--- src/core/tcnt_pkg.sv ---
package tcnt_pkg;
    // Register byte addresses (8-bit CPU bus)
    localparam logic [15:0] ADDR_CMP_LO = 16'h0010;
    localparam logic [15:0] ADDR_CMP_HI = 16'h0011;
    localparam logic [15:0] ADDR_CAP_LO = 16'h0012;
    localparam logic [15:0] ADDR_CAP_HI = 16'h0013;
    localparam logic [15:0] ADDR_CTRL = 16'h0014;
    // Reset values
    localparam logic [15:0] TREG_RESET = 16'hFFFF;
    localparam logic [7:0] CTRL_RESET = 8'h00;
    // Control field positions
    localparam int FF_BIT = 7;
    localparam int OPT_BIT = 6;
    localparam int START_HI = 5;
    localparam int START_LO = 4;
    localparam int CLK_HI = 3;
    localparam int CLK_LO = 2;
    localparam int MODE_HI = 1;
    localparam int MODE_LO = 0;
    // Field encodings
    localparam logic [1:0] MODE_TIMER = 2'h0;
    localparam logic [1:0] MODE_WINDOW = 2'h1;
    localparam logic [1:0] MODE_PULSE = 2'h2;
    localparam logic [1:0] MODE_PPG = 2'h3;
    localparam logic [1:0] START_STOP = 2'h0;
    localparam logic [1:0] START_CMD = 2'h1;
    localparam logic [1:0] START_RISE = 2'h2;
    localparam logic [1:0] START_FALL = 2'h3;
    localparam logic [1:0] CLK_SLOW = 2'h0;
    localparam logic [1:0] CLK_MID = 2'h1;
    localparam logic [1:0] CLK_FAST = 2'h2;
    localparam logic [1:0] CLK_PIN = 2'h3;
    localparam logic [15:0] COUNT_ONE = 16'h0001;
    localparam logic [15:0] COUNT_ZERO = 16'h0000;
endpackage

--- src/core/tcnt_ctl.sv ---
`timescale 1ns/1ps
// What this block does
// - One 8-bit control register and two 16-bit compare/capture registers govern it.
// - Both 16-bit timer registers reset to all ones.
// - Capture register always readable, writable only in pulse output mode.
// - Mode field: 00 timer family, 01 window, 10 pulse width, 11 pulse out.
// - Start 00 stops and clears; 01 command start; 10/11 edge selection.
// - Clock field picks slow, mid, fast divider tap or external pin.
// - New register value takes effect on first source tick after upper byte.
// - Lower byte write alone never changes the effective value.
// - Auto-capture works only in timer, event counter and window modes.
// - Stop power mode entry forces start field to 00 and halts counting.
// - Auto-capture copies the counter into capture register on each source tick.
// - External trigger: option 0 trigger start, 1 also stop on opposite edge.
// - Timer mode counts, on compare match raises request, clears, continues.
module tcnt_ctl (
    // Clock, reset, enable
    input wire logic CORE_CLK_I,
    input wire logic RSTN_I,
    input wire logic CE_I,
    // Register port
    input wire logic [15:0] ADDR_I,
    input wire logic [7:0] WDATA_I,
    input wire logic WR_I,
    input wire logic RD_I,
    output logic [7:0] RDATA_O,
    // System divider taps and power state
    input wire logic TAP_SLOW_I,
    input wire logic TAP_MID_I,
    input wire logic TAP_FAST_I,
    input wire logic STOP_MODE_I,
    // External pin
    input wire logic EXT_PIN_I,
    // Status outputs
    output logic MATCH_IRQ_O,
    output logic RUNNING_O,
    output logic [15:0] COUNT_O,
    output logic OUT_FF_O
);
    logic [7:0] ctrl_q;
    logic [15:0] cmp_q;
    logic [15:0] cap_q;
    logic [7:0] cmp_lo_q;
    logic [7:0] cap_lo_q;
    logic [15:0] cmp_sh_q;
    logic [15:0] cap_sh_q;
    logic cmp_pend_q;
    logic cap_pend_q;
    logic [15:0] cnt_q;
    logic [15:0] cnt_d;
    logic run_q;
    logic run_d;
    logic irq_q;
    logic irq_d;
    logic ff_q;
    logic [7:0] rdata_q;
    logic pin_lvl;
    logic pin_rise;
    logic pin_fall;
    logic slow_lvl;
    logic mid_lvl;
    logic fast_lvl;
    logic slow_tick;
    logic mid_tick;
    logic fast_tick;
    logic [1:0] mode;
    logic [1:0] start;
    logic [1:0] clksel;
    logic opt;
    logic tick;
    logic trig_edge;
    logic anti_edge;
    logic is_timer;
    logic match;
    logic cap_en;
    logic stop_prev_q;

    assign mode = ctrl_q[tcnt_pkg::MODE_HI:tcnt_pkg::MODE_LO];
    assign start = ctrl_q[tcnt_pkg::START_HI:tcnt_pkg::START_LO];
    assign clksel = ctrl_q[tcnt_pkg::CLK_HI:tcnt_pkg::CLK_LO];
    assign opt = ctrl_q[tcnt_pkg::OPT_BIT];

    // Pin and divider taps come from outside, so each gets a synchroniser
    tcnt_sync u_sync_pin (
        .clk_i(CORE_CLK_I),
        .rstn_i(RSTN_I),
        .en_i(CE_I),
        .pin_i(EXT_PIN_I),
        .level_o(pin_lvl)
    );
    tcnt_sync u_sync_slow (
        .clk_i(CORE_CLK_I),
        .rstn_i(RSTN_I),
        .en_i(CE_I),
        .pin_i(TAP_SLOW_I),
        .level_o(slow_lvl)
    );
    tcnt_sync u_sync_mid (
        .clk_i(CORE_CLK_I),
        .rstn_i(RSTN_I),
        .en_i(CE_I),
        .pin_i(TAP_MID_I),
        .level_o(mid_lvl)
    );
    tcnt_sync u_sync_fast (
        .clk_i(CORE_CLK_I),
        .rstn_i(RSTN_I),
        .en_i(CE_I),
        .pin_i(TAP_FAST_I),
        .level_o(fast_lvl)
    );
    tcnt_tick u_tick_pin (
        .clk_i(CORE_CLK_I),
        .rstn_i(RSTN_I),
        .en_i(CE_I),
        .level_i(pin_lvl),
        .rise_o(pin_rise),
        .fall_o(pin_fall)
    );
    tcnt_tick u_tick_slow (
        .clk_i(CORE_CLK_I),
        .rstn_i(RSTN_I),
        .en_i(CE_I),
        .level_i(slow_lvl),
        .rise_o(slow_tick),
        .fall_o()
    );
    tcnt_tick u_tick_mid (
        .clk_i(CORE_CLK_I),
        .rstn_i(RSTN_I),
        .en_i(CE_I),
        .level_i(mid_lvl),
        .rise_o(mid_tick),
        .fall_o()
    );
    tcnt_tick u_tick_fast (
        .clk_i(CORE_CLK_I),
        .rstn_i(RSTN_I),
        .en_i(CE_I),
        .level_i(fast_lvl),
        .rise_o(fast_tick),
        .fall_o()
    );

    // Source tick selection
    always_comb begin
        unique case (clksel)
            tcnt_pkg::CLK_SLOW: tick = slow_tick;
            tcnt_pkg::CLK_MID: tick = mid_tick;
            tcnt_pkg::CLK_FAST: tick = fast_tick;
            tcnt_pkg::CLK_PIN: tick = pin_rise;
        endcase
    end

    // Trigger edges follow the start field polarity
    assign trig_edge = (start == tcnt_pkg::START_FALL) ? pin_fall : pin_rise;
    assign anti_edge = (start == tcnt_pkg::START_FALL) ? pin_rise : pin_fall;
    // Timer mode proper is mode 00 with command start on an internal clock
    assign is_timer = (mode == tcnt_pkg::MODE_TIMER) && (clksel != tcnt_pkg::CLK_PIN);
    assign match = (cnt_q == cmp_q);
    // capture only in timer, event and window modes
    assign cap_en = opt && start != tcnt_pkg::START_STOP
        && ((mode == tcnt_pkg::MODE_TIMER
             && (start == tcnt_pkg::START_CMD || clksel == tcnt_pkg::CLK_PIN))
            || mode == tcnt_pkg::MODE_WINDOW);

    // Control register; stop-mode entry forces the start field to stop
    always_ff @(posedge CORE_CLK_I) begin
        if (!RSTN_I) begin
            ctrl_q <= tcnt_pkg::CTRL_RESET;
            stop_prev_q <= 1'b0;
        end else if (CE_I) begin
            stop_prev_q <= STOP_MODE_I;
            if (WR_I && ADDR_I == tcnt_pkg::ADDR_CTRL) begin
                ctrl_q <= WDATA_I;
            end
            // stop entry clears start, wins over a write
            if (STOP_MODE_I && !stop_prev_q) begin
                ctrl_q[tcnt_pkg::START_HI:tcnt_pkg::START_LO] <= tcnt_pkg::START_STOP;
            end
        end
    end

    // Byte staging: lower byte latched, upper byte forms the shadow value
    always_ff @(posedge CORE_CLK_I) begin
        if (!RSTN_I) begin
            cmp_lo_q <= tcnt_pkg::TREG_RESET[7:0];
            cap_lo_q <= tcnt_pkg::TREG_RESET[7:0];
            cmp_sh_q <= tcnt_pkg::TREG_RESET;
            cap_sh_q <= tcnt_pkg::TREG_RESET;
            cmp_pend_q <= 1'b0;
            cap_pend_q <= 1'b0;
        end else if (CE_I) begin
            if (WR_I && ADDR_I == tcnt_pkg::ADDR_CMP_LO) begin
                cmp_lo_q <= WDATA_I;
            end
            if (WR_I && ADDR_I == tcnt_pkg::ADDR_CMP_HI) begin
                cmp_sh_q <= {WDATA_I, cmp_lo_q};
                cmp_pend_q <= 1'b1;
            end else if (tick) begin
                cmp_pend_q <= 1'b0;
            end
            // second register writable only in pulse output mode
            if (WR_I && ADDR_I == tcnt_pkg::ADDR_CAP_LO && mode == tcnt_pkg::MODE_PPG) begin
                cap_lo_q <= WDATA_I;
            end
            if (WR_I && ADDR_I == tcnt_pkg::ADDR_CAP_HI && mode == tcnt_pkg::MODE_PPG) begin
                cap_sh_q <= {WDATA_I, cap_lo_q};
                cap_pend_q <= 1'b1;
            end else if (tick) begin
                cap_pend_q <= 1'b0;
            end
        end
    end

    // Effective registers
    always_ff @(posedge CORE_CLK_I) begin
        if (!RSTN_I) begin
            cmp_q <= tcnt_pkg::TREG_RESET;
            cap_q <= tcnt_pkg::TREG_RESET;
        end else if (CE_I) begin
            // pending value loads on next source tick
            if (tick && cmp_pend_q) begin
                cmp_q <= cmp_sh_q;
            end
            if (tick && cap_pend_q) begin
                cap_q <= cap_sh_q;
            end else if (tick && cap_en) begin
                // capture running count each source tick
                cap_q <= cnt_q;
            end
        end
    end

    // Counter sequencing per mode
    always_comb begin
        cnt_d = cnt_q;
        run_d = run_q;
        irq_d = 1'b0;
        if (start == tcnt_pkg::START_STOP) begin
            cnt_d = tcnt_pkg::COUNT_ZERO;
            run_d = 1'b0;
        end else if (is_timer && start == tcnt_pkg::START_CMD) begin
            // free count with clear on match
            run_d = 1'b1;
            if (tick) begin
                if (match) begin
                    cnt_d = tcnt_pkg::COUNT_ZERO;
                    irq_d = 1'b1;
                end else begin
                    cnt_d = cnt_q + tcnt_pkg::COUNT_ONE;
                end
            end
        end else if (mode == tcnt_pkg::MODE_TIMER && clksel == tcnt_pkg::CLK_PIN) begin
            // Event counter: count selected pin edge
            run_d = 1'b1;
            if (trig_edge) begin
                cnt_d = cnt_q + tcnt_pkg::COUNT_ONE;
            end
            if (anti_edge && match) begin
                cnt_d = tcnt_pkg::COUNT_ZERO;
                irq_d = 1'b1;
            end
        end else if (mode == tcnt_pkg::MODE_TIMER && start != tcnt_pkg::START_CMD) begin
            // trigger start, optional stop on opposite edge
            if (!run_q && trig_edge) begin
                run_d = 1'b1;
            end else if (run_q && opt && anti_edge) begin
                run_d = 1'b0;
                cnt_d = tcnt_pkg::COUNT_ZERO;
            end else if (run_q && tick) begin
                if (match) begin
                    run_d = 1'b0;
                    cnt_d = tcnt_pkg::COUNT_ZERO;
                    irq_d = 1'b1;
                end else begin
                    cnt_d = cnt_q + tcnt_pkg::COUNT_ONE;
                end
            end
        end else if (mode == tcnt_pkg::MODE_WINDOW) begin
            // Window: count while pin at active level
            run_d = (start == tcnt_pkg::START_FALL) ? !pin_lvl : pin_lvl;
            if (run_q && tick) begin
                if (match) begin
                    cnt_d = tcnt_pkg::COUNT_ZERO;
                    irq_d = 1'b1;
                end else begin
                    cnt_d = cnt_q + tcnt_pkg::COUNT_ONE;
                end
            end
        end else begin
            // pulse width and pulse output run from trigger or command
            // option selects continuous run or one-shot stop at match
            if (!run_q && (trig_edge || start == tcnt_pkg::START_CMD)) begin
                run_d = 1'b1;
            end else if (run_q && tick) begin
                if (match) begin
                    cnt_d = tcnt_pkg::COUNT_ZERO;
                    irq_d = 1'b1;
                    run_d = !opt;
                end else begin
                    cnt_d = cnt_q + tcnt_pkg::COUNT_ONE;
                end
            end
        end
    end

    // Counter state
    always_ff @(posedge CORE_CLK_I) begin
        if (!RSTN_I) begin
            cnt_q <= tcnt_pkg::COUNT_ZERO;
            run_q <= 1'b0;
            irq_q <= 1'b0;
        end else if (CE_I) begin
            cnt_q <= cnt_d;
            run_q <= run_d;
            irq_q <= irq_d;
        end
    end

    // Output flip-flop: preset from init bit while stopped, toggles at match points in pulse output mode only
    always_ff @(posedge CORE_CLK_I) begin
        if (!RSTN_I) begin
            ff_q <= 1'b0;
        end else if (CE_I) begin
            if (start == tcnt_pkg::START_STOP) begin
                ff_q <= ctrl_q[tcnt_pkg::FF_BIT];
            end else if (mode == tcnt_pkg::MODE_PPG && run_q && tick
                         && (match || cnt_q == cap_q)) begin
                ff_q <= ~ff_q;
            end
        end
    end

    // Read data, valid the cycle after the strobe
    always_ff @(posedge CORE_CLK_I) begin
        if (!RSTN_I) begin
            rdata_q <= 8'h00;
        end else if (CE_I) begin
            rdata_q <= 8'h00;
            if (RD_I) begin
                unique case (ADDR_I)
                    tcnt_pkg::ADDR_CMP_LO: rdata_q <= cmp_q[7:0];
                    tcnt_pkg::ADDR_CMP_HI: rdata_q <= cmp_q[15:8];
                    tcnt_pkg::ADDR_CAP_LO: rdata_q <= cap_q[7:0];
                    tcnt_pkg::ADDR_CAP_HI: rdata_q <= cap_q[15:8];
                    tcnt_pkg::ADDR_CTRL: rdata_q <= ctrl_q;
                    default: rdata_q <= 8'h00;
                endcase
            end
        end
    end

    assign RDATA_O = rdata_q;
    assign MATCH_IRQ_O = irq_q;
    assign RUNNING_O = run_q;
    assign COUNT_O = cnt_q;
    assign OUT_FF_O = ff_q;
endmodule

--- src/core/tcnt_sync.sv ---
`timescale 1ns/1ps
// Three-stage pin synchroniser; a change counts once stages two and three agree
module tcnt_sync (
    input wire logic clk_i,
    input wire logic rstn_i,
    input wire logic en_i,
    input wire logic pin_i,
    output logic level_o
);
    logic s1_q;
    logic s2_q;
    logic s3_q;

    // Shift chain; first stage is read by the second only
    always_ff @(posedge clk_i) begin
        if (!rstn_i) begin
            s1_q <= 1'b0;
            s2_q <= 1'b0;
            s3_q <= 1'b0;
            level_o <= 1'b0;
        end else if (en_i) begin
            s1_q <= pin_i;
            s2_q <= s1_q;
            s3_q <= s2_q;
            if (s2_q == s3_q) begin
                level_o <= s3_q;
            end
        end
    end
endmodule

--- src/core/tcnt_tick.sv ---
`timescale 1ns/1ps
// Rising- and falling-edge detector on a same-clock level, one-cycle ticks out
module tcnt_tick (
    input wire logic clk_i,
    input wire logic rstn_i,
    input wire logic en_i,
    input wire logic level_i,
    output logic rise_o,
    output logic fall_o
);
    logic prev_q;

    // Previous level for edge compare
    always_ff @(posedge clk_i) begin
        if (!rstn_i) begin
            prev_q <= 1'b0;
        end else if (en_i) begin
            prev_q <= level_i;
        end
    end

    assign rise_o = level_i & ~prev_q;
    assign fall_o = ~level_i & prev_q;
endmodule

--- config.mk ---
export PLATFORM = sky130hd
export DESIGN_NAME = tcnt_ctl
export DESIGN_NICKNAME = d
export VERILOG_FILES = /design/src/core/tcnt_pkg.sv /design/src/core/tcnt_ctl.sv /design/src/core/tcnt_sync.sv /design/src/core/tcnt_tick.sv
export SDC_FILE = /design/constraint.sdc
export NUM_CORES = 1
export LEC_CHECK = 0
export BUFFER_PORTS_ARGS = -buffer_cell sky130_fd_sc_hd__buf_4
export CORE_MARGIN = 8
export CORE_UTILIZATION = 55
export DETAILED_ROUTE_END_ITERATION = 10
export MAX_ROUTING_LAYER = met4
export PLACE_DENSITY = 0.75
export SLEW_MARGIN = 20
export SYNTH_ARGS = -nofsm -noshare
export SYNTH_HDL_FRONTEND = slang
export SYNTH_SLANG_ARGS = --single-unit
--- constraint.sdc ---
create_clock -name CORE_CLK_I -period 3.2 [get_ports CORE_CLK_I]
set_input_delay 0.64 -clock CORE_CLK_I [delete_from_list [all_inputs] [get_ports CORE_CLK_I]]
set_output_delay 0.64 -clock CORE_CLK_I [all_outputs]
set_load 0.01 [all_outputs]
==> results by group, run 1 <==
Pwr
  – Sw Ratio: between 20 and 25%
  – Cell-internal power: 2.968 mW
  – Net Switching: 864.7 uW
  – Seq pwr share: a little under half
  – Leakage: around 3.4 nW
  – Clk network pwr share: approximately half
  – Tot Pwr: roughly 3.8 mW
  – Pwr/cell area: 494.6 mW/mm^2
  – Logic pwr share: just over 3%
  – Max IR drop VDD: roughly 0.40 mV

STA
  – Relative slew slack: approximately two fifths
  – Worst Setup Slack, final: roughly 0.39 ns
  – Final Hold Slack: approximately 0.47 ns
  – Period utilization: approximately 90%
  – RSZ-0062 raised after global routing: no
  – Clock Skew: 0.009339 ns
  – Setup violators final: 0
  – Slew @ Worst Pin: around 0.86 ns
  – Setup TNS Final: 0 ns
  – Hold Vio Cnt, Final: 0
  – Final Slew Violations: 0
  – Max Fclk: 355.3 MHz
  – Crit path time final: roughly 2.8 ns

Floorplanning
  – Io pins: 61
  – Die H: 124.7 um
  – Row cnt: 39
  – Total core area: approximately 0.011 mm^2
  – Die X: between 100 and 150 um
  – Initial core utilization: a little under three fifths
  – Overall die area: ~0.016 mm^2

Clock network
  – Root Driver: clkbuf_16
  – Hold-fix buffers at CTS: 0
  – CTS tree: built
  – Post-CTS Setup Inserts: 0
  – H-tree levels: 4
  – Clock Latency Late Sink: around 0.43 ns
  – CTS clk-pin slew, worst paths: 0.06 ns
  – Num Clock Sinks: 138
  – CTS resizes: 0
  – CTS Buffer Depth: 2
  – CTS Buf Count: 17

Layout
  – Final Util: between 60% and 70%
  – Commonest non-fill, non-tap cell in the layout: nand2_1
  – Final net count: ~870
  – Layout area overhead: 19.23%
  – Final cell count without fillers: between 900 and 1,000
  – Fill cells: around 940
  – Most frequent cells in the layout: nand2_1 (178), dfxtp_1 (138), buf_4 (90)
  – Fin area: ~0.0077 mm^2
  – Layout cells sized above 1: around 16%
  – ANT cells: 0

Critical path
  – Critical path data required time: approximately 3.5 ns
  – Worst setup endpoint: COUNT_O[10]
  – Setup crit end kind: flop
  – Crit path DAT: 3.08 ns
  – CP Launch Type: flop
  – Crit path from: ctrl_q[5]
  – Crit path max fanout: 13
  – CP peak stage delay: about 0.54 ns
  – FF-to-FF Start: ctrl_q[5]
  – R2r setup slk: around 0.39 ns
  – CP max stage cell: dfxtp_1
  – Worst path cell trace: nand2_1 -> o22a_1 -> o41ai_1 -> nand2b_1 -> nor2_1 -> a21oi_2 -> o21ai_0
  – RR Endpoint: COUNT_O[10]
  – Crit Path Class: reg2reg
  – Register-to-Register Path Depth: 7

Yosys
  – Synthesized area per cell: ~8.3 um^2
  – EDFF count, synth: 0
  – Async set or reset register ratio after synthesis: 0%
  – Sequential fraction of the synthesis area: a little over two fifths
  – Post-synthesis instance total: between 700 and 800
  – Yosys reg bits: between 100 and 150
  – Cell Area, Synth: ~0.0065 mm^2
  – Distinct cells, synth: 64
  – Predominant post-synthesis flop cell: dfxtp_1
  – Post-Syn Nets: between 800 and 900
  – Synth Warn #: 0

Place
  – PortBufs: 60
  – DP Worst Slack: 0.5376 ns
  – HPWL Detailed: approximately 14 mm
  – Placed cell count: approximately 960
  – Placed inst area: between 0.007 and 0.008 mm^2
  – RD Place Congestion: roughly 0.93

Routing
  – Final WL: 19.23 mm
  – Number of nets with antenna violations after routing: 0
  – Drt pass-1 iters: 7
  – Routed vias/inst: approximately 6.1
  – Avg WL per Cell: roughly 19 um
  – Via count: ~6,000
  – Starting DRT DRC Count: around 730
  – Drc violations: 0

Min path
  – Min-Delay Path Class: reg2reg

GRT
  – Vias in the first global route: between 5,000 and 6,000
  – GR Overflow Total: 0
  – GRT Total Usage: ~25%
  – First-pass GRT wire length: about 31 mm
  – Largest net degree at the start of global routing: 94
  – Initial antenna violation count: 0

Status
  – Outcome: completed

Run
  – # Max-Cap Violations: 0
## area by class of cell
class,instances,area (um^2),share of cell area (%)
inverters,18,67.56,0.8720
flip-flops and latches,138,2763,35.65
multi-input cells,574,3471,44.79
well taps,143,178.9,2.309
clock inverters,12,136.4,1.760
clock buffers,20,456.7,5.894
repair buffers,90,675.6,8.720
## per-layer routing
layer | global-route usage (%) | wire [um] | vias to the layer above
li1 | - | - | 2857
met1 | 32.63 | 8520 | 2848
met2 | 37.81 | 8714 | 286
met3 | 5.234 | 1526 | 42
met4 | 9.426 | 467 | 0
met5 | - | 0 | -
## state kept, by name, summed over array words and instances, names as in the netlist, 8 cells and up
signal / cells
COUNT_O: 16
cap_q: 16
cap_sh_q: 16
cmp_q: 16
cmp_sh_q: 16
RDATA_O: 8
cap_lo_q: 8
cmp_lo_q: 8
ctrl_q: 8
## cells in the mapped netlist (all sizes together) (5+ instances only)
library cell,number,area (um^2)
nor2,19,71.32
inv,17,63.81
or3,6,37.54
a21o,14,105.1
nor4,10,90.08
a21oi,20,107.6
a222oi,8,80.08
o211ai,19,147.6
nand3,79,400.4
xnor2,36,315.3
o21ai,20,100.1
dfxtp,138,2763
nor2b,33,206.5
mux2i,38,380.4
and3,5,31.28
nand4,13,81.33
a22oi,9,67.56
a21boi,6,45.04
o221ai,6,58.80
nand2b,6,37.54
buf,11,57.55
nand2,178,668.1
o22ai,7,43.79
clkbuf,42,157.7
## power by group through the flow
stage,Sequential [mW],Clock (mW),Combinational (mW)
3_5_place_dp,1.77,0,0.117
6_report,1.73,1.99,0.118
2_1_floorplan,1.76,0,0.0568
4_1_cts,1.73,1.99,0.117
3_3_place_gp,1.77,0,0.114
5_1_grt,1.73,2.08,0.125
## worst min path at each step
stage,from,cells after the start,slack [ns],endpoint
floorplan,cap_sh_q[0],2,0.44,cap_sh_q[0]
global placement,RDATA_O[2],1,0.44,RDATA_O[2]
detailed placement,RDATA_O[2],1,0.45,RDATA_O[2]
CTS,u_sync_mid.s3_q,2,0.46,u_sync_mid.level_o
global route,RDATA_O[2],1,0.48,RDATA_O[2]
finish,cmp_lo_q[3],2,0.47,cmp_sh_q[3]
## cells by family after synthesis
kind of cell	count (synthesis)	share of synthesized area (%)
AOI/OAI and AO/OA	130	14.42
xor gates and xnor gates	36	4.852
adders and majority gates	1	0.1925
buffers and inverters	71	4.351
DFF	138	42.51
muxes	38	5.853
and+or+nand+nor	369	27.82
## critical path: cells and delay by family, from the launching register on
kind,cells,cell delay (ns)
simple gates,3,0.56
compound gates,4,1.56
flops,1,0.54
Note: power is estimated with default switching activity, not from simulation.
==> run 2, diff against run 1 <==
--- a/config.mk
+++ b/config.mk
@@ -5,12 +5,13 @@
 export SDC_FILE = /design/constraint.sdc
 export NUM_CORES = 1
 export LEC_CHECK = 0
+export ABC_AREA = 1
 export BUFFER_PORTS_ARGS = -buffer_cell sky130_fd_sc_hd__buf_4
 export CORE_MARGIN = 8
 export CORE_UTILIZATION = 55
 export DETAILED_ROUTE_END_ITERATION = 10
 export MAX_ROUTING_LAYER = met4
-export PLACE_DENSITY = 0.75
+export PLACE_DENSITY = 0.74
 export SLEW_MARGIN = 20
 export SYNTH_ARGS = -nofsm -noshare
 export SYNTH_HDL_FRONTEND = slang
==> run 2 against run 1 <==
  * Routed wire length increased by 15%
  * Die area increased by 9.1%
  * Combinational power increased by 39%
  * Synthesized cell count increased by 39%
  * Power increased by 3.7%
  * Critical endpoint is now OUT_FF_O
  * Largest cell class unchanged
  * Largest power group unchanged
  * Highest routed layer unchanged
==> results by group, run 2 <==
Status
  – Outcome: completed

STA
  – Hold Vio Cnt, Final: 0
  – Clock Skew: roughly 0.0066 ns
  – Worst Setup Slack, final: a little under 0.7 ns
  – Setup TNS Final: 0 ns
  – Setup violators final: 0
  – Final Slew Violations: 0
  – Max Fclk: between 300 and 400 MHz
  – Slew @ Worst Pin: between 0.7 and 0.8 ns
  – Period utilization: between 70% and 80%
  – RSZ-0062 raised after global routing: no
  – Relative slew slack: between 50% and 60%
  – Crit path time final: around 2.5 ns

Routing
  – Via count: around 7,400
  – Final WL: 22.20 mm
  – Avg WL per Cell: roughly 17 um
  – Drt pass-1 iters: 6
  – Number of nets with antenna violations after routing: 0
  – Drc violations: 0
  – Routed vias/inst: around 5.6
  – Starting DRT DRC Count: ~870

Floorplanning
  – Row cnt: about 40
  – Initial core utilization: between 50% and 60%
  – Io pins: about 60
  – Total core area: 0.01267 mm^2
  – Die H: between 100 and 150 um
  – Overall die area: 0.01697 mm^2
  – Die X: between 100 and 150 um

Critical path
  – Crit Path Class: reg2reg
  – Critical path buffers and inverters: 1
  – Crit path max fanout: 21
  – CP peak stage delay: 0.50 ns
  – Crit path DAT: approximately 2.8 ns
  – Critical path data required time: around 3.5 ns
  – CP max stage cell: dfxtp_1
  – Setup crit end kind: flop
  – Register-to-Register Path Depth: 13
  – CP Launch Type: flop
  – Cell family with the largest share of critical-path delay: simple AND/OR/NAND/NOR gates
  – Worst path cell trace: inv_1 -> nand2_1 -> nand2_1 -> nor2_1 -> nand2_1 -> nor2_2 -> nand2_1 -> nand2_1 -> nand2_1 -> nand2_1 -> nand3_1 -> nand2_1 -> nor2_1
  – Worst path most repeated cell: nand2_1
  – Crit. path cell count: 13

Yosys
  – Synth Warn #: 0
  – Leading area contributor after synthesis: dfxtp_1
  – Synth top cells by count: nand2_1 (319), dfxtp_1 (138), inv_1 (100)
  – Distinct cells, synth: 36
  – EDFF count, synth: 0
  – Post-synthesis instance total: approximately 1,100
  – Predominant post-synthesis flop cell: dfxtp_1
  – Synthesized area per cell: ~6.6 um^2
  – Async set or reset register ratio after synthesis: 0%
  – Post-Syn Nets: around 1,100
  – Sequential fraction of the synthesis area: approximately two fifths
  – Most frequent cell after synthesis: nand2_1
  – Cell Area, Synth: around 0.0072 mm^2
  – Top post-synthesis cells by area: dfxtp_1 (38%), nand2_1 (17%), nand3_1 (6.6%)
  – Yosys reg bits: 138
  – Top cell type's share of synthesized area: about two fifths

Pwr
  – Seq pwr share: a little over two fifths
  – Clk network pwr share: between 50% and 60%
  – Sw Ratio: between 20% and 30%
  – Pwr/cell area: ~480 mW/mm^2
  – Cell-internal power: just over 3 mW
  – Leakage: roughly 4 nW
  – Net Switching: approximately 900 uW
  – Max IR drop VDD: a little over 0.4 mV
  – Logic pwr share: 4.1%

Layout
  – ANT cells: 0
  – Most frequent cells in the layout: nand2_1 (319), dfxtp_1 (138), inv_1 (100)
  – Layout area overhead: 16.36%
  – Fill cells: between 1,000 and 1,500
  – Final net count: around 1,200
  – Layout cells sized above 1: 12.43%
  – Commonest non-fill, non-tap cell in the layout: nand2_1

Place
  – RD Place Congestion: 0.9807
  – DP Worst Slack: 0.5300 ns
  – PortBufs: 60
  – HPWL Detailed: 16.19 mm

GRT
  – Largest net degree at the start of global routing: 48
  – Initial antenna violation count: 0
  – GR Overflow Total: 0
  – GRT Total Usage: between 20% and 30%
  – First-pass GRT wire length: about 35 mm
  – Vias in the first global route: approximately 6,700

Clock network
  – Hold-fix buffers at CTS: 0
  – H-tree levels: 4
  – CTS tree: built
  – CTS clk-pin slew, worst paths: about 0.06 ns
  – Num Clock Sinks: 138
  – CTS Buf Count: 17
  – CTS Buffer Depth: 2
  – Root Driver: clkbuf_16
  – Clock Latency Late Sink: 0.43 ns
  – CTS resizes: 0
  – Post-CTS Setup Inserts: 0

Run
  – # Max-Cap Violations: 0

Min path
  – Hold path depth: 3
  – Min-Delay Path Class: in2reg
## run 2: final timing paths
path / startpoint / end / slack, ns
worst max-delay path: COUNT_O[1] / OUT_FF_O / 0.69
worst min-delay path: TAP_MID_I / u_sync_mid.s1_q / 0.43
worst max register to register: COUNT_O[1] / OUT_FF_O / 0.69
worst min register to register: cmp_sh_q[7] / cmp_q[7] / 0.46
## run 2: power groups by stage
stage | clock network [mW] | logic, mW | registers, mW
after global placement | 0 | 0.161 | 1.78
after CTS | 2.07 | 0.163 | 1.74
final | 2.07 | 0.164 | 1.74
after detailed placement | 0 | 0.161 | 1.78
after floorplan | 0 | 0.0890 | 1.78
after global routing | 2.14 | 0.179 | 1.74
## run 2: tightest hold or removal path, delay by kind of cell
family	cells	cell delay, ns
AND/OR/NAND/NOR	2	0.11
buffers and inverters	1	0.08
## run 2: cell type report
cell class | instances | area [um^2] | area share, %
clock buffer | 19 | 452.9 | 5.421
clock inverter | 12 | 161.4 | 1.932
inverter | 113 | 425.4 | 5.091
multi-input combinational | 776 | 3707 | 44.37
sequential | 138 | 2763 | 33.06
tap | 172 | 215.2 | 2.576
timing repair buffer | 84 | 630.6 | 7.547
## run 2: per-stage QoR
step | total power [mW] | hold WS, ns | std cells | area, um^2 | util [%]
floorplan | 1.865 | 0.4292 | 1087 | 7181 | -
global route | 4.063 | 0.4348 | 1314 | 8356 | 65.94
CTS | 3.970 | 0.4306 | 1314 | 8356 | 65.94
finish | 3.973 | 0.4345 | 1314 | 8356 | 65.94
global placement | 1.938 | 0.4390 | 1283 | 7741 | 61.09
detailed placement | 1.939 | 0.4415 | 1283 | 7741 | 61.09
## run 2: per-layer routing
metal	vias to the layer above	GRT usage [%]	wire length, um
met1	3401	34.67	9667
met5	-	-	0
met3	50	5.426	1790
met4	0	11.07	642
met2	339	41.86	10100
li1	3631	-	-
## run 2: logic make-up (layout without fill, tap and decap cells)
group                    Yosys count  in the layout  synth area share, %
AND/OR/NAND/NOR                  550            550                32.48
AO/OA/AOI/OAI                    202            202                16.12
buffers and inverters            173            228                9.949
flip-flops                       138            138                38.47
XOR/XNOR                          23             23                2.805
adder cells (fa/ha/maj)            1              1               0.1742
==> run 3, diff against run 2 <==
==> constraint.sdc (replaced) <==
create_clock -name CORE_CLK_I -period 2.4 [get_ports CORE_CLK_I]
set_input_delay 0.48 -clock CORE_CLK_I [delete_from_list [all_inputs] [get_ports CORE_CLK_I]]
set_output_delay 0.48 -clock CORE_CLK_I [all_outputs]
set_load 0.01 [all_outputs]
==> run 3 against run 2 <==
  * Register-to-register slack worse by 0.46 ns
  * Cell count is 1.4% higher
  * Clock power up 31%
  * Count of clock-buffer cells in the layout rose by 1
  * Clock skew barely moved
  * Worst setup slack worse by 0.46 ns
  * Global-route usage is 0.45 points higher
  * Flip-flop and latch count unchanged
  * Maximum frequency is 16% higher
  * Critical path depth grew 2
  * Routed wire length decreased by 0.12%
==> results by group, run 3 (same netlist as run 2, synthesis figures left out) <==
Critical path
  – CP peak stage delay: 0.48 ns
  – Worst path cell trace: nand2_1 -> inv_1 -> nand2_1 -> nand2_1 -> nand3_1 -> nand2_1 -> inv_1 -> nand2_1 -> inv_2 -> nand2_1 -> nand2_1 -> nand2_1 -> nand2_1 -> nand2_1 -> a21oi_1
  – Setup crit end kind: flop
  – Critical path buffers and inverters: 3
  – RR Endpoint: COUNT_O[5]
  – Worst path most repeated cell: nand2_1
  – Crit path max fanout: 7
  – Register-to-Register Path Depth: 15
  – Crit. path cell count: 15
  – CP max stage cell: dfxtp_1
  – Critical path data required time: roughly 2.7 ns
  – Cell family with the largest share of critical-path delay: simple AND/OR/NAND/NOR gates
  – Worst setup endpoint: COUNT_O[5]
  – CP Launch Type: flop
  – Crit path from: ctrl_q[4]
  – FF-to-FF Start: ctrl_q[4]
  – Crit Path Class: reg2reg
  – R2r setup slk: around 0.23 ns
  – Crit path DAT: 2.46 ns

Floorplanning
  – Die H: between 100 and 150 um
  – Total core area: ~0.013 mm^2
  – Die X: around 130 um
  – Initial core utilization: between 50% and 60%
  – Overall die area: about 0.017 mm^2
  – Row cnt: 41
  – Io pins: 61

Layout
  – Final Util: about two thirds
  – Commonest non-fill, non-tap cell in the layout: nand2_1
  – Final net count: 1,183
  – ANT cells: 0
  – Layout cells sized above 1: 13.88%
  – Fill cells: 1,140
  – Most frequent cells in the layout: nand2_1 (318), dfxtp_1 (138), buf_4 (101)
  – Layout area overhead: 18.40%

Pwr
  – Tot Pwr: between 5 and 6 mW
  – Leakage: roughly 4.1 nW
  – Pwr/cell area: 618.8 mW/mm^2
  – Max IR drop VDD: ~0.49 mV

Routing
  – Drt pass-1 iters: 7
  – Starting DRT DRC Count: ~750
  – Routed vias/inst: 5.627
  – Number of nets with antenna violations after routing: 0
  – Final WL: about 22 mm
  – Via count: 7,495
  – Drc violations: 0
  – Avg WL per Cell: between 15 and 20 um

Clock network
  – CTS tree: built
  – Hold-fix buffers at CTS: 0
  – Clock Latency Late Sink: 0.43 ns
  – Num Clock Sinks: between 100 and 150
  – CTS Buffer Depth: 2
  – Root Driver: clkbuf_16
  – H-tree levels: 4
  – CTS Buf Count: 17
  – CTS clk-pin slew, worst paths: about 0.06 ns

Place
  – RD Place Congestion: a little under 1
  – HPWL Detailed: between 15 and 20 mm
  – PortBufs: 60
  – DP Worst Slack: around 0.087 ns

STA
  – Hold Vio Cnt, Final: 0
  – Final Slew Violations: 0
  – Relative slew slack: ~37%
  – Setup TNS Final: 0 ns
  – Worst Setup Slack, final: 0.2329 ns
  – Slew @ Worst Pin: 0.9395 ns
  – RSZ-0062 raised after global routing: no
  – Period utilization: about nine tenths
  – Final Hold Slack: between 0.2 and 0.3 ns
  – Setup violators final: 0
  – Crit path time final: approximately 2.2 ns
  – Clock Skew: roughly 0.0066 ns
  – Max Fclk: roughly 460 MHz

GRT
  – Initial antenna violation count: 0
  – First-pass GRT wire length: between 30 and 40 mm
  – GRT Total Usage: roughly 28%
  – Vias in the first global route: around 6,600
  – Largest net degree at the start of global routing: just under 90
  – GR Overflow Total: 0

Min path
  – Hold Path Origin: TAP_FAST_I
  – Hold path depth: 3
  – Min-Delay Path Class: in2reg

Status
  – Outcome: completed

Run
  – # Max-Cap Violations: 0
run 3: changes by cell type in the layout (fill, tap and decap cells not counted):
cell | previous run | this run
buf_12 | 0 | 1
nand2_2 | 4 | 5
clkinv_2 | 2 | 5
buf_4 | 84 | 101
clkinv_4 | 1 | 2
clkinvlp_4 | 3 | 1
nand2_1 | 319 | 318
clkbuf_8 | 2 | 3
inv_6 | 4 | 1
run 3: layout make-up:
cell class                 count  area, um^2  area share, %
multi-input combinational    776        3710          43.64
sequential                   138        2763          32.49
timing repair buffer         102       778.2          9.154
clock buffer                  20       466.7          5.489
inverter                     113       425.4          5.004
tap                          172       215.2          2.531
clock inverter                11       143.9          1.692
run 3: metal layers:
metal	up-vias	track usage [%]	routed length, um
met5	-	-	0
met4	0	12.91	816
met3	58	4.774	1778
met2	363	41.22	9893
met1	3394	36.18	9682
li1	3680	-	-
run 3: timing repair:
action,in CTS,in global routing
resized for setup,0,1
buffers inserted,0,0
setup endpoints to repair,0,2
run 3: how the worst min path moves through the flow:
stage                             to  slack (ns)
floorplan                cmp_sh_q[0]        0.43
CTS                  u_sync_pin.s1_q        0.27
detailed placement          cmp_q[7]        0.44
finish              u_sync_fast.s1_q        0.28
global placement         cmp_sh_q[6]        0.44
global route        u_sync_slow.s1_q        0.28
run 3: per-stage QoR:
| step | instances | area [um^2] |
|---|---|---|
| 2_1_floorplan | 1087 | 7181 |
| 3_3_place_gp | 1301 | 7889 |
| 3_5_place_dp | 1301 | 7889 |
| 4_1_cts | 1332 | 8499 |
| 5_1_grt | 1332 | 8502 |
| 6_report | 1332 | 8502 |
run 3: report_power, final:
part	switching (mW)	internal [mW]	total [mW]	leakage, nW
Combinational	0.143	0.0782	0.221	2.68
Sequential	0.0113	2.31	2.32	1.12
Clock	1.01	1.71	2.72	0.302
run 3: worst register-to-register path, cell delays in order (launching register included):
cell	delay (ns)
dfxtp_1	0.48
nand2_1	0.18
inv_1	0.10
nand2_1	0.05
nand2_1	0.16
nand3_1	0.15
nand2_1	0.19
inv_1	0.15
nand2_1	0.14
inv_2	0.10
nand2_1	0.07
nand2_1	0.05
nand2_1	0.05
nand2_1	0.05
nand2_1	0.05
a21oi_1	0.06
